File: src/lrcd_pkg.sv
// Shared constants and types for the lane route configuration decoder
package lrcd_pkg;
  localparam int GAIN_W = 4;
  localparam int NUM_CH = 4;

  // Channel index: one crosspoint per lane pair
  localparam int CH_RX1 = 0;
  localparam int CH_RX2 = 1;
  localparam int CH_TX1 = 2;
  localparam int CH_TX2 = 3;

  // Register offsets
  localparam logic [7:0] OFS_CONFIG = 8'h0A;
  localparam logic [7:0] OFS_CH_REVERSE = 8'h0B;
  localparam logic [7:0] OFS_UFP_RX_GAIN = 8'h10;
  localparam logic [7:0] OFS_UFP_TX_GAIN = 8'h11;
  localparam logic [7:0] OFS_AUX_MONITOR = 8'h13;
  localparam logic [7:0] OFS_STATUS = 8'h14;
  localparam logic [7:0] OFS_DFP_RX_GAIN = 8'h20;
  localparam logic [7:0] OFS_DFP_TX_GAIN = 8'h21;

  // Field positions of the configuration register and the aux monitor disable bit
  localparam int CFG_USB_BIT = 0;
  localparam int CFG_ALT_BIT = 1;
  localparam int CFG_ORIENT_BIT = 2;
  localparam int CFG_SIDE_BIT = 3;
  localparam int CFG_FAMILY_BIT = 4;
  localparam int CFG_SB_OVR_LSB = 5;
  localparam int MON_DISABLE_BIT = 7;

  // Reset values
  localparam logic [7:0] RST_CONFIG = 8'h00;
  localparam logic [3:0] RST_CH_REVERSE = 4'h0;
  localparam logic [7:0] RST_GAIN = 8'h00;
  localparam logic [7:0] RST_AUX_MONITOR = 8'h80;

  // Channel reverse codes that fall back to the pin behaviour
  localparam logic [3:0] REV_NONE = 4'h0;
  localparam logic [3:0] REV_ALL = 4'hF;

  // Sideband override codes
  localparam logic [1:0] SB_AUTO = 2'h0;
  localparam logic [1:0] SB_STRAIGHT = 2'h1;
  localparam logic [1:0] SB_CROSSED = 2'h2;
  localparam logic [1:0] SB_OPEN = 2'h3;

  // Debounce time and its cycle count at the core clock
  localparam int CLK_FREQ_KHZ = 250000;
  localparam int DEBOUNCE_MS = 16;
  localparam int DEBOUNCE_CYCLES = DEBOUNCE_MS * CLK_FREQ_KHZ;

  typedef enum logic [1:0] {
    RM_OFF,
    RM_USB,
    RM_ALT4,
    RM_USB_ALT2
  } lrcd_route_t;

  typedef struct packed {
    logic alt_family_sel;
    logic side_sel;
    logic alt_enable_sel;
    logic usb_enable_sel;
    logic orientation_sel;
  } lrcd_sel_t;

  typedef struct packed {
    logic p_to_sb1;
    logic n_to_sb2;
    logic p_to_sb2;
    logic n_to_sb1;
  } lrcd_sbu_t;
endpackage : lrcd_pkg

File: src/lrcd_debounce.sv
// Level debouncer for the enable and orientation pins
`timescale 1ns/100ps
`default_nettype none
module lrcd_debounce #(
  parameter int WIDTH = 3,
  parameter int CYCLES = lrcd_pkg::DEBOUNCE_CYCLES
) (
  input wire logic clk, // Core clock
  input wire logic reset_n, // Synchronous reset
  input wire logic [WIDTH-1:0] raw, // Pin levels
  output logic [WIDTH-1:0] stable // Debounced levels
);
  localparam int CW = $clog2(CYCLES + 1);
  localparam logic [CW-1:0] LAST_COUNT = CW'(CYCLES - 1);

  generate
    if (CYCLES < 1 || WIDTH < 1) begin : g_bad
      $error("lrcd_debounce: CYCLES and WIDTH must be at least 1");
    end
  endgenerate

  typedef struct packed {
    logic [WIDTH-1:0] stable;
    logic [WIDTH-1:0] last;
    logic [CW-1:0] count;
  } lrcd_db_state_t;

  lrcd_db_state_t s, next_s;

  always_comb begin
    next_s = s;
    if (raw != s.last) begin
      next_s.last = raw;
      next_s.count = '0;
    end else if (s.stable != s.last) begin
      if (s.count == LAST_COUNT) begin
        next_s.stable = s.last;
      end else begin
        next_s.count = s.count + CW'(1);
      end
    end
  end

  always_ff @(posedge clk) begin
    if (!reset_n) begin
      s <= '0;
    end else begin
      s <= next_s;
    end
  end

  assign stable = s.stable;

  a_db_settle_apply: assert property (
    @(posedge clk) disable iff (!reset_n)
    $past(reset_n) && $past(s.count == LAST_COUNT && raw == s.last
      && s.stable != s.last) |-> s.stable == $past(s.last))
    else $error("debounced level not applied after settle time");

  a_db_count_bound: assert property (
    @(posedge clk) disable iff (!reset_n)
    s.count <= LAST_COUNT)
    else $error("debounce counter ran past its limit");
endmodule : lrcd_debounce
`default_nettype wire

File: src/lrcd_route.sv
// Crosspoint decode from the five selects to per-channel enable and direction
`timescale 1ns/100ps
`default_nettype none
module lrcd_route (
  input wire lrcd_pkg::lrcd_sel_t sel, // Effective selects
  input wire logic custom_ok, // Custom alternate mode allowed
  output lrcd_pkg::lrcd_route_t route, // Decoded route mode
  output logic [3:0] ch_en, // Channel enabled
  output logic [3:0] ch_u2d, // Upstream to downstream before reversal
  output logic dp_on, // Four or two DisplayPort lanes routed
  output logic custom_on // Custom channels routed
);
  logic alt;
  logic usb_set2;
  logic in_usb;

  always_comb begin
    alt = sel.alt_enable_sel && (!sel.alt_family_sel || custom_ok);
    dp_on = alt && !sel.alt_family_sel;
    custom_on = alt && sel.alt_family_sel;
    // Sink side swaps which set carries USB, enables keep their meaning
    usb_set2 = sel.orientation_sel ^ sel.side_sel;
    ch_en = '0;
    ch_u2d = '0;
    in_usb = 1'b0;
    for (int s = 0; s < 2; s++) begin
      in_usb = sel.usb_enable_sel && (usb_set2 == s[0]);
      ch_en[lrcd_pkg::CH_RX1 + s] = in_usb || alt;
      ch_en[lrcd_pkg::CH_TX1 + s] = in_usb || alt;
      // Receive pairs run up to down only for DisplayPort lanes
      ch_u2d[lrcd_pkg::CH_RX1 + s] = dp_on && !in_usb;
      ch_u2d[lrcd_pkg::CH_TX1 + s] = in_usb || alt;
    end
    unique case ({sel.usb_enable_sel, alt})
      2'b00: route = lrcd_pkg::RM_OFF;
      2'b10: route = lrcd_pkg::RM_USB;
      2'b01: route = lrcd_pkg::RM_ALT4;
      2'b11: route = lrcd_pkg::RM_USB_ALT2;
    endcase
  end
endmodule : lrcd_route
`default_nettype wire

File: src/lrcd_top.sv
// Lane route configuration decoder: selects, registers and crosspoint control
`timescale 1ns/100ps
`default_nettype none
module lrcd_top #(
  parameter int DEBOUNCE_CYCLES = lrcd_pkg::DEBOUNCE_CYCLES
) (
  input wire logic clk, // Core clock, 250 MHz
  input wire logic reset_n, // Synchronous reset
  input wire logic reg_mode_pin, // High: configuration from registers
  input wire logic alt_family_pin, // Custom instead of DisplayPort
  input wire logic side_pin, // Sink side when high
  input wire logic alt_enable_pin, // Alternate mode enable
  input wire logic usb_enable_pin, // USB enable
  input wire logic orientation_pin, // Plug flipped when high
  input wire logic reverse_pin, // Exchange channel input and output
  input wire logic [3:0] dfp_eq_pins, // Downstream gain code
  input wire logic [3:0] ufp_eq_pins, // Upstream gain code
  input wire logic reg_wr_en, // Register write strobe
  input wire logic reg_rd_en, // Register read strobe
  input wire logic [7:0] reg_addr, // Register offset
  input wire logic [7:0] reg_wdata, // Write data
  output logic [7:0] reg_rdata, // Read data, one cycle after strobe
  output logic [3:0] ch_enable, // Channel routed
  output logic [3:0] ch_up_to_down, // Channel drives downstream pins
  output logic [15:0] ch_gain, // Gain step, four bits per channel
  output lrcd_pkg::lrcd_sbu_t sbu, // Aux to sideband switches
  output lrcd_pkg::lrcd_route_t route_mode, // Current route
  output logic dp_enable, // DisplayPort lanes routed
  output logic custom_enable, // Custom channels routed
  output logic usb_track_enable // USB power-state tracking allowed
);
  generate
    if (DEBOUNCE_CYCLES < 1) begin : g_bad
      $error("lrcd_top: DEBOUNCE_CYCLES must be at least 1");
    end
  endgenerate

  typedef struct packed {
    logic [7:0] config_r;
    logic [3:0] ch_reverse;
    logic [7:0] ufp_rx_gain;
    logic [7:0] ufp_tx_gain;
    logic [7:0] dfp_rx_gain;
    logic [7:0] dfp_tx_gain;
    logic [7:0] aux_monitor;
    logic [7:0] rdata;
    logic [3:0] ch_enable;
    logic [3:0] ch_up_to_down;
    logic [15:0] ch_gain;
    lrcd_pkg::lrcd_sbu_t sbu;
    lrcd_pkg::lrcd_route_t route;
    logic dp_en;
    logic custom_en;
    logic usb_track;
  } lrcd_top_state_t;

  lrcd_top_state_t s, next_s;
  lrcd_pkg::lrcd_sel_t pin_sel, reg_sel, sel;
  lrcd_pkg::lrcd_route_t route;
  logic [2:0] db_ctl;
  logic [3:0] base_en, base_u2d, rev_eff;
  logic [1:0] sb_ovr;
  logic custom_ok, dp_on, custom_on;

  // Pick a channel's gain field: low nibble is set 1, high nibble set 2
  function automatic logic [3:0] nib(input logic [7:0] r, input logic hi);
    nib = hi ? r[7:4] : r[3:0];
  endfunction : nib

  lrcd_debounce #(
    .WIDTH(3),
    .CYCLES(DEBOUNCE_CYCLES)
  ) u_debounce (
    .clk(clk),
    .reset_n(reset_n),
    .raw({alt_enable_pin, usb_enable_pin, orientation_pin}),
    .stable(db_ctl)
  );

  always_comb begin
    pin_sel.alt_family_sel = alt_family_pin;
    pin_sel.side_sel = side_pin;
    pin_sel.alt_enable_sel = db_ctl[2];
    pin_sel.usb_enable_sel = db_ctl[1];
    pin_sel.orientation_sel = db_ctl[0];
    reg_sel.alt_family_sel = s.config_r[lrcd_pkg::CFG_FAMILY_BIT];
    reg_sel.side_sel = s.config_r[lrcd_pkg::CFG_SIDE_BIT];
    reg_sel.alt_enable_sel = s.config_r[lrcd_pkg::CFG_ALT_BIT];
    reg_sel.usb_enable_sel = s.config_r[lrcd_pkg::CFG_USB_BIT];
    reg_sel.orientation_sel = s.config_r[lrcd_pkg::CFG_ORIENT_BIT];
    sel = reg_mode_pin ? reg_sel : pin_sel;
    // Monitor disable blocks custom mode only when registers rule
    custom_ok = !reg_mode_pin
      || !s.aux_monitor[lrcd_pkg::MON_DISABLE_BIT];
    sb_ovr = reg_mode_pin
      ? s.config_r[lrcd_pkg::CFG_SB_OVR_LSB +: 2] : lrcd_pkg::SB_AUTO;
  end

  lrcd_route u_route (
    .sel(sel),
    .custom_ok(custom_ok),
    .route(route),
    .ch_en(base_en),
    .ch_u2d(base_u2d),
    .dp_on(dp_on),
    .custom_on(custom_on)
  );

  always_comb begin
    next_s = s;
    // Reverse field of all zeros or all ones keeps the pin behaviour
    if (reg_mode_pin && s.ch_reverse != lrcd_pkg::REV_NONE
        && s.ch_reverse != lrcd_pkg::REV_ALL) begin
      rev_eff = s.ch_reverse;
    end else begin
      rev_eff = {4{reverse_pin}};
    end
    next_s.route = route;
    next_s.ch_enable = base_en;
    next_s.ch_up_to_down = (base_u2d ^ rev_eff) & base_en;
    for (int c = 0; c < lrcd_pkg::NUM_CH; c++) begin
      // Gain source follows the unreversed entry side
      if (!reg_mode_pin) begin
        next_s.ch_gain[4*c +: 4] = base_u2d[c] ? ufp_eq_pins
          : dfp_eq_pins;
      end else if (c < lrcd_pkg::CH_TX1) begin
        next_s.ch_gain[4*c +: 4] = base_u2d[c]
          ? nib(s.ufp_rx_gain, c[0]) : nib(s.dfp_rx_gain, c[0]);
      end else begin
        next_s.ch_gain[4*c +: 4] = base_u2d[c]
          ? nib(s.ufp_tx_gain, c[0]) : nib(s.dfp_tx_gain, c[0]);
      end
    end
    unique case (sb_ovr)
      lrcd_pkg::SB_AUTO: begin
        next_s.sbu.p_to_sb1 = sel.alt_enable_sel && !sel.orientation_sel;
        next_s.sbu.n_to_sb2 = sel.alt_enable_sel && !sel.orientation_sel;
        next_s.sbu.p_to_sb2 = sel.alt_enable_sel && sel.orientation_sel;
        next_s.sbu.n_to_sb1 = sel.alt_enable_sel && sel.orientation_sel;
      end
      lrcd_pkg::SB_STRAIGHT: next_s.sbu = 4'hC;
      lrcd_pkg::SB_CROSSED: next_s.sbu = 4'h3;
      lrcd_pkg::SB_OPEN: next_s.sbu = 4'h0;
    endcase
    next_s.dp_en = dp_on;
    next_s.custom_en = custom_on;
    next_s.usb_track = sel.usb_enable_sel;
    if (reg_wr_en) begin
      unique case (reg_addr)
        lrcd_pkg::OFS_CONFIG: next_s.config_r = reg_wdata;
        lrcd_pkg::OFS_CH_REVERSE: next_s.ch_reverse = reg_wdata[3:0];
        lrcd_pkg::OFS_UFP_RX_GAIN: next_s.ufp_rx_gain = reg_wdata;
        lrcd_pkg::OFS_UFP_TX_GAIN: next_s.ufp_tx_gain = reg_wdata;
        lrcd_pkg::OFS_DFP_RX_GAIN: next_s.dfp_rx_gain = reg_wdata;
        lrcd_pkg::OFS_DFP_TX_GAIN: next_s.dfp_tx_gain = reg_wdata;
        lrcd_pkg::OFS_AUX_MONITOR: next_s.aux_monitor = reg_wdata;
        default: ;
      endcase
    end
    if (reg_rd_en) begin
      unique case (reg_addr)
        lrcd_pkg::OFS_CONFIG: next_s.rdata = s.config_r;
        lrcd_pkg::OFS_CH_REVERSE: next_s.rdata = {4'h0, s.ch_reverse};
        lrcd_pkg::OFS_UFP_RX_GAIN: next_s.rdata = s.ufp_rx_gain;
        lrcd_pkg::OFS_UFP_TX_GAIN: next_s.rdata = s.ufp_tx_gain;
        lrcd_pkg::OFS_DFP_RX_GAIN: next_s.rdata = s.dfp_rx_gain;
        lrcd_pkg::OFS_DFP_TX_GAIN: next_s.rdata = s.dfp_tx_gain;
        lrcd_pkg::OFS_AUX_MONITOR: next_s.rdata = s.aux_monitor;
        lrcd_pkg::OFS_STATUS: next_s.rdata = {1'b0, reg_mode_pin,
          s.route, s.ch_enable};
        default: next_s.rdata = 8'h00;
      endcase
    end
  end

  always_ff @(posedge clk) begin
    if (!reset_n) begin
      s <= '0;
      s.config_r <= lrcd_pkg::RST_CONFIG;
      s.ch_reverse <= lrcd_pkg::RST_CH_REVERSE;
      s.ufp_rx_gain <= lrcd_pkg::RST_GAIN;
      s.ufp_tx_gain <= lrcd_pkg::RST_GAIN;
      s.dfp_rx_gain <= lrcd_pkg::RST_GAIN;
      s.dfp_tx_gain <= lrcd_pkg::RST_GAIN;
      s.aux_monitor <= lrcd_pkg::RST_AUX_MONITOR;
      s.route <= lrcd_pkg::RM_OFF;
    end else begin
      s <= next_s;
    end
  end

  assign reg_rdata = s.rdata;
  assign ch_enable = s.ch_enable;
  assign ch_up_to_down = s.ch_up_to_down;
  assign ch_gain = s.ch_gain;
  assign sbu = s.sbu;
  assign route_mode = s.route;
  assign dp_enable = s.dp_en;
  assign custom_enable = s.custom_en;
  assign usb_track_enable = s.usb_track;

  a_reg_sel_source: assert property (
    @(posedge clk) disable iff (!reset_n)
    $past(reset_n) && $past(reg_mode_pin) && $past(reg_sel == 5'h02)
    |-> ch_enable == 4'h5 && route_mode == lrcd_pkg::RM_USB)
    else $error("register selects not obeyed in register mode");

  a_usb_only_pair: assert property (
    @(posedge clk) disable iff (!reset_n)
    $past(reset_n) && $past(sel.usb_enable_sel && !sel.alt_enable_sel)
    |-> $countones(ch_enable) == 2 && !dp_enable)
    else $error("USB-only route does not use exactly one lane pair");

  a_dp_four_lane: assert property (
    @(posedge clk) disable iff (!reset_n)
    $past(reset_n) && $past(sel.alt_enable_sel && !sel.usb_enable_sel
      && !sel.alt_family_sel)
    |-> ch_enable == 4'hF && ch_up_to_down == ~$past(rev_eff) && dp_enable)
    else $error("four-lane DisplayPort route wrong");

  a_usb_alt_mix: assert property (
    @(posedge clk) disable iff (!reset_n)
    $past(reset_n) && $past(sel.alt_enable_sel && sel.usb_enable_sel
      && custom_ok)
    |-> ch_enable == 4'hF && route_mode == lrcd_pkg::RM_USB_ALT2)
    else $error("USB plus two-lane route wrong");

  a_custom_source_dir: assert property (
    @(posedge clk) disable iff (!reset_n)
    $past(reset_n) && $past(sel.alt_enable_sel && sel.alt_family_sel
      && custom_ok && !sel.side_sel)
    |-> (ch_up_to_down ^ $past(rev_eff)) == 4'hC && custom_enable)
    else $error("custom source directions wrong");

  a_sink_usb_set: assert property (
    @(posedge clk) disable iff (!reset_n)
    $past(reset_n) && $past(sel.usb_enable_sel && !sel.alt_enable_sel
      && sel.side_sel)
    |-> ch_enable == ($past(sel.orientation_sel) ? 4'h5 : 4'hA))
    else $error("sink USB lane set does not follow orientation");

  a_reverse_pin_dir: assert property (
    @(posedge clk) disable iff (!reset_n)
    $past(reset_n) && $past(!reg_mode_pin && reverse_pin)
      && $past(pin_sel == 5'h02)
    |-> ch_up_to_down == 4'h1 && ch_gain[3:0] == $past(dfp_eq_pins))
    else $error("reversed channel direction or gain source wrong");

  a_sideband_map: assert property (
    @(posedge clk) disable iff (!reset_n)
    $past(reset_n) && $past(sb_ovr == lrcd_pkg::SB_AUTO)
      && $past(sel.alt_enable_sel && !sel.orientation_sel)
    |-> sbu.p_to_sb1 && sbu.n_to_sb2 && !sbu.p_to_sb2 && !sbu.n_to_sb1)
    else $error("aux to sideband straight mapping wrong");

  a_sideband_cross: assert property (
    @(posedge clk) disable iff (!reset_n)
    $past(reset_n) && ($past(sb_ovr == lrcd_pkg::SB_CROSSED)
      || $past(sb_ovr == lrcd_pkg::SB_AUTO && sel.alt_enable_sel
      && sel.orientation_sel))
    |-> sbu == 4'h3)
    else $error("aux to sideband crossed mapping wrong");

  a_sideband_open: assert property (
    @(posedge clk) disable iff (!reset_n)
    $past(reset_n) && ($past(sb_ovr == lrcd_pkg::SB_OPEN)
      || $past(sb_ovr == lrcd_pkg::SB_AUTO && !sel.alt_enable_sel))
    |-> sbu == 4'h0)
    else $error("sideband switches not open");

  a_power_down: assert property (
    @(posedge clk) disable iff (!reset_n)
    $past(reset_n) && $past(!sel.usb_enable_sel && !sel.alt_enable_sel)
    |-> ch_enable == 4'h0 && route_mode == lrcd_pkg::RM_OFF)
    else $error("channels not powered down");

  a_monitor_gate: assert property (
    @(posedge clk) disable iff (!reset_n)
    $past(reset_n) && $past(reg_mode_pin && !sel.usb_enable_sel)
      && $past(s.aux_monitor[lrcd_pkg::MON_DISABLE_BIT] && sel.alt_family_sel)
    |-> ch_enable == 4'h0 && !custom_enable)
    else $error("custom mode ran with monitor disable set");

  a_dp_gain_src: assert property (
    @(posedge clk) disable iff (!reset_n)
    $past(reset_n) && $past(!reg_mode_pin && dp_on && !sel.usb_enable_sel)
    |-> ch_gain == {4{$past(ufp_eq_pins)}})
    else $error("DisplayPort lanes not on upstream gain");

  a_usb_tracking: assert property (
    @(posedge clk) disable iff (!reset_n)
    $past(reset_n) |-> usb_track_enable == $past(sel.usb_enable_sel))
    else $error("USB tracking enable does not follow USB enable");
endmodule : lrcd_top
`default_nettype wire

File: config.mk
export PLATFORM = sky130hd
export DESIGN_NAME = lrcd_top
export DESIGN_NICKNAME = d
export VERILOG_FILES = /design/src/lrcd_pkg.sv /design/src/lrcd_debounce.sv /design/src/lrcd_route.sv /design/src/lrcd_top.sv
export SDC_FILE = /design/constraint.sdc
export NUM_CORES = 1
export LEC_CHECK = 0
export ABC_AREA = 1
export ABC_CLOCK_PERIOD_IN_PS = 2500
export BUFFER_PORTS_ARGS = -buffer_cell sky130_fd_sc_hd__buf_2
export CORE_UTILIZATION = 50
export CTS_CLUSTER_DIAMETER = 100
export CTS_CLUSTER_SIZE = 28
export DETAILED_ROUTE_END_ITERATION = 8
export PLACE_DENSITY = 0.77
export SYNTH_ARGS = -nofsm -noshare
export SYNTH_HDL_FRONTEND = slang
export SYNTH_HIERARCHICAL = 1
export SYNTH_SLANG_ARGS = --single-unit
File: constraint.sdc
create_clock -name clk -period 2.5 [get_ports clk]
set_input_delay 0.5 -clock clk [delete_from_list [all_inputs] [get_ports clk]]
set_output_delay 0.5 -clock clk [all_outputs]
set_load 0.02 [all_outputs]
### Word level (Yosys, flattened, before mapping)

Cells that the tools add are included.
W data, S select, Z words.

* register bits: 121
* input bits: 35
* output and inout port bits: 41
* logic and storage cells: 100

* $add $sub $neg: 1
* equality and inequality tests: 18
* muxes and demuxes: 18
* bitwise gates (word level): 7
* reductions and logical operators: 34

Operator list (number)
* $pmux W8 S8: 1
* $mux W4: 13
* $eq A8 B5 Y1 const B: 4
* $add A22 B1 Y22 const B: 1
* $eq A22 B22 Y1 const B: 1
* $eq A8 B4 Y1 const B: 2
* $eq A8 B6 Y1 const B: 2
* $pmux W4 S4: 1
* $reduce_and A2 Y1: 8
* $logic_and A1 B1 Y1: 11
* $eq A2 B2 Y1 const B: 4
* $pmux W2 S4: 1
* $logic_not A1 Y1: 6
* $ne A3 B3 Y1: 2
* $mux W5: 1
* $and A4 B4 Y4: 1
* $eq A2 B1 Y1 const B: 2
* $logic_not A2 Y1: 2
* $logic_or A1 B1 Y1: 4
* $ne A4 B4 Y1 const B: 1
* $not A1 Y1: 4
* $reduce_bool A4 Y1: 1
* $xor A4 B4 Y4: 1
* $reduce_and A3 Y1: 1
* other kinds (3): 3

### Longest topological paths before layout

* word-level depth: 8
* gate-level depth with buffers: 15

### By module

Netlist, hierarchy kept.

Modules (own cells, without submodules)
* lrcd_top: times used 1, cells an instance 652, area each 4514.3 um^2, sequential area each 1821.7 um^2
* lrcd_debounce: times used 1, cells an instance 281, area each 1729.2 um^2, sequential area each 560.5 um^2
* lrcd_route: times used 1, cells an instance 27, area each 118.9 um^2, sequential area each 0.0 um^2

### Least setup slack after synthesis

Ideal clock, no wire load.

* kind: input to register
* from: input port reg_mode_pin
* to: register s (netlist bit ch_gain[6])
* setup time: 132 ps
* arrival time: 2137 ps
* required time: 2368 ps
* slack: 230 ps
* stages on the path: 14
* path buffers: 4
* cell sequence: buf_2 inv_1 clkbuf_1 o21ai_0 inv_1 nand2_1 nand3_1 nand2_1 inv_1 clkbuf_1 clkbuf_1 a21oi_1 o21ai_0 a21oi_1

RTL lines
* from (decl): RTL line lrcd_top.sv:9 `input wire logic reg_mode_pin,`
* $mux W5 (*): RTL line lrcd_top.sv:91 `sel = reg_mode_pin ? reg_sel : pin_sel;`
* net sel[3]: RTL line lrcd_top.sv:58 `lrcd_pkg::lrcd_sel_t pin_sel, reg_sel, sel;`
* $xor A1 B1 Y1 (*): RTL line lrcd_route.sv:22 `usb_set2 = sel.orientation_sel ^ sel.side_sel;`
* $logic_and A1 B1 Y1 (*): RTL line lrcd_route.sv:27 `in_usb = sel.usb_enable_sel && (usb_set2 == s[0]);`
* $logic_not A1 Y1 (*): RTL line lrcd_route.sv:31 `ch_u2d[lrcd_pkg::CH_RX1 + s] = dp_on && !in_usb;`
* $logic_and A1 B1 Y1 (*): RTL line lrcd_route.sv:31
* net base_u2d[1]: RTL line lrcd_top.sv:61 `logic [3:0] base_en, base_u2d, rev_eff;`
* $mux W4, on equally long branches: RTL line lrcd_top.sv:124, lrcd_top.sv:128
* $mux W4 (*): RTL line lrcd_top.sv:123 `if (!reg_mode_pin) begin`
* to (signal assigned): RTL line lrcd_top.sv:188 `s <= next_s;`
* to (decl): RTL line lrcd_top.sv:57 `lrcd_top_state_t s, next_s;`

The timed path passes the listed nets; every way through them passes the cells marked *.
A chain may end at the register's enable or synchronous reset.

### Final worst setup path

* from: register s (netlist bit reg_sel[0])
* to: register s (netlist bit ch_gain[6])

* word-level cells in the longest chain between the ends: 7

RTL lines (RTL line)
* $mux W5 (*): lrcd_top.sv:91
* net sel[0]: lrcd_top.sv:58
* $xor A1 B1 Y1 (*): lrcd_route.sv:22
* $logic_and A1 B1 Y1 (*): lrcd_route.sv:27
* $logic_not A1 Y1 (*): lrcd_route.sv:31
* $logic_and A1 B1 Y1 (*): lrcd_route.sv:31
* net base_u2d[1]: lrcd_top.sv:61
* $mux W4, on equally long branches: lrcd_top.sv:124, lrcd_top.sv:128
* $mux W4 (*): lrcd_top.sv:123

Marks and branches as above.

==> results.md <==
- Maxcap violations: 0
- Synthesized instance count: 960
- Final ANT Viol Nets: 0
- Max clock buf depth: 2
- TritonCTS clock tree: done
- Delay-heaviest family, CP: compound AO/OA/AOI/OAI gates
- Top cells by count, synth: nand2_1 (183), nor2_1 (124), dfxtp_1 (119), inv_1 (108), a21oi_1 (98)
- Die area: between 10000 and 15000 um^2
- Largest net degree at the start of global routing: 62
- Vias in the first global route: 5320
- Highest Signal Layer: met4
- Slowest CP cell: o21ai_0
- Post-CTS setup buffers: 0
- Rows: 40
- Max IR drop VDD: 0.000477 V
- Leakage dissipation: roughly 3.1 nW
- Status: completed
- Reg2reg setup slack: 380 ps
- CP Buf/Inv Count: 3
- Cell mode on critical path: inv_1
- Metal3 WL: 1.29 mm
- Starting Density: a little over half
- Min Clock Period, post-route: approximately 2100 ps
- Quantity of gates resized following cts: 0
- RSZ-0062 raised after global routing: false
- Mapped Avg Cell Area: about 6.6 um^2
- CTS Sinks: 119
- CP Cell Sequence: inv_1, o21ai_0, nand2_1, nand3_1, nand2_1, inv_1, inv_1, o21ai_0, a21oi_1
- Primary FF master, synth: dfxtp_1
- Startpoint Class: flop
- Critical Path Max Stage Delay: 480 ps
- Internal Power: ~3.6 mW
- Syn Nets: 996
- Clock share of power: 53.2%
- Num CTS Buffers: 17
- Warnings from Yosys: 6
- CP arrival: 2420 ps
- Wirelength per Cell: roughly 14 um
- Global route overflow: 0
- Count leader, synth: nand2_1
- Yosys top cell area share: 37.4%
- Highest Clock Rate: 472 MHz
- Layout area overhead: 11.5%
- Clock skew: 8.81 ps
- Max-slew violations: 0
- Ant diodes: 0
- Nets: 1018
- TritonRoute pass-1 iters: 5
- Metal-1 WL: around 7.6 mm
- Net switching power: around 1.0 mW
- DR DRC count: 0
- Final worst path period share: 84.8%
- Port Buffers: 75
- Pwr dens: between 600 and 700 nW/um^2
- Synth area leaders: dfxtp_1 (37%), nand2_1 (11%), a21oi_1 (7.7%)
- CTS clk-pin slew, worst paths: 50 ps
- Core area: 12200 um^2
- Detailed-route wire length: 16.6 mm
- Initial antenna violation count: 0
- Comb power frac: 5.6%
- Via count: 6051
- Iter 0 DRT Violations: roughly 710
- Sw frac: 22.4%
- Final setup violation count: 0
- CP Class: flop to flop
- Hold Buf Count CTS: 0
- Die span in x: ~110 um
- Total Power: about 4.7 mW
- Count of final hold-check violations: 0
- Setup crit end kind: flop
- Ys async rst share: 0%
- Seq cells post-synth: 119
- GR Util All Layers: about a quarter
- Slew HR: about 57%
- Netlist cell types: 28
- Reg power frac: between 40% and 50%
- CTS root buf: clkbuf_16
- Critical Path Fanout Max: 16
- Sequential-to-total area share from yosys stat: a little under two fifths
- Post-detail-place hpwl: between 10 and 15 mm
- Post-DR vias/cell: 5.21
- Setup tns final: 0 ps
- Worst-Margin Slew: ~640 ps
- Fraction of layout cells with a size suffix above 1: 14.4%
- HP Class: input port to flop
- Ports: 76
- Routed wl met2: around 7.5 mm
- WP data required: 2800 ps
- First-pass GRT wire length: 26.8 mm
- Die Y: 115 um
- Library cell with the largest summed area after synthesis: dfxtp_1
- Syn Std Cell Area: 6360 um^2
- RePlAce Congestion: approximately 0.96
- Post-synth EDFFs: 0
- H-tree Lvls: 4
- Clk_lat worst skew: around 420 ps
[power groups by stage]
stage | Clock (mW) | Combinational [mW] | Sequential (mW)
global route | 2.59 | 0.289 | 1.92
global placement | 0 | 0.254 | 1.96
CTS | 2.51 | 0.258 | 1.92
finish | 2.49 | 0.260 | 1.92
detailed placement | 0 | 0.257 | 1.96
floorplan | 0 | 0.182 | 1.96
[path summary, 6_finish.rpt]
path | start | endpoint | cells after the start
max | reg_sel[0] | ch_gain[6] | 9
min | alt_enable_pin | u_debounce/s[24] | 3
max reg2reg | reg_sel[0] | ch_gain[6] | 9
min reg2reg | s[92] | s[92] | 2
[metal layers]
layer  up-vias  track usage (%)
met4         0             9.35
li1       3076                -
met3        21             6.22
met5         -                0
met1      2729             36.1
met2       225             41.5
[flip-flops by register name, summed over array words and instances (netlist names)]
register / flops
s: 47
u_debounce/s: 25
ch_gain: 16
reg_rdata: 8
reg_sel: 5
ch_enable: 4
ch_up_to_down: 4
u_debounce/stable: 3
route_mode: 2
sbu: 2
custom_enable: 1
dp_enable: 1
usb_track_enable: 1
[cells in the final DEF, fill, tap and decap left out, types with 2 or more instances in the layout]
master,count
inv_2,8
clkbuf_16,17
dfxtp_1,119
nand3_2,7
o21ai_1,2
inv_1,108
o21ai_0,91
buf_4,12
nand2_1,183
clkbuf_1,3
xor2_1,5
nand3_1,85
clkbuf_8,3
nor3_1,5
bufinv_16,3
a21oi_1,98
nor2_4,7
xnor2_1,10
clkinv_2,3
nand4_1,13
nor2_1,124
buf_2,75
nor2_2,3
nand2_2,2
[through the flow]
stage	instance area [um^2]	hold slack (ps)	setup WS (ps)	std cells	util [%]
finish	7090	294	380	1162	58.1
global route	7090	300	169	1162	58.1
CTS	7090	282	452	1162	58.1
detailed placement	6490	437	68.5	1131	53.2
global placement	6490	433	212	1131	53.2
floorplan	6360	424	230	960	-
[worst register-to-register path, stage by stage, from the launching register on]
cell and delay (ps):
dfxtp_1 340, inv_1 80, o21ai_0 480, nand2_1 120
nand3_1 120, nand2_1 60, inv_1 380, inv_1 130
o21ai_0 190, a21oi_1 90
[logic make-up (layout without fill, tap and decap cells)]
kind of cell	count (synthesis)	in the layout	synth area share [%]
flops	119	119	37.4
simple gates	431	431	29.6
xor+xnor	15	15	2.06
buf+inv	201	235	15.5
fa+ha+maj	1	1	0.197
compound gates	193	193	15.2
[final cells by class]
cell class                 count  area [um^2]
tap                          168          210
timing repair buffer          87          465
clock buffer                  23          478
inverter                     117          439
clock inverter                 8          121
multi-input combinational    640         3000
fill                        1183         5120
sequential                   119         2380
Note: power is estimated with default switching activity, not from simulation.
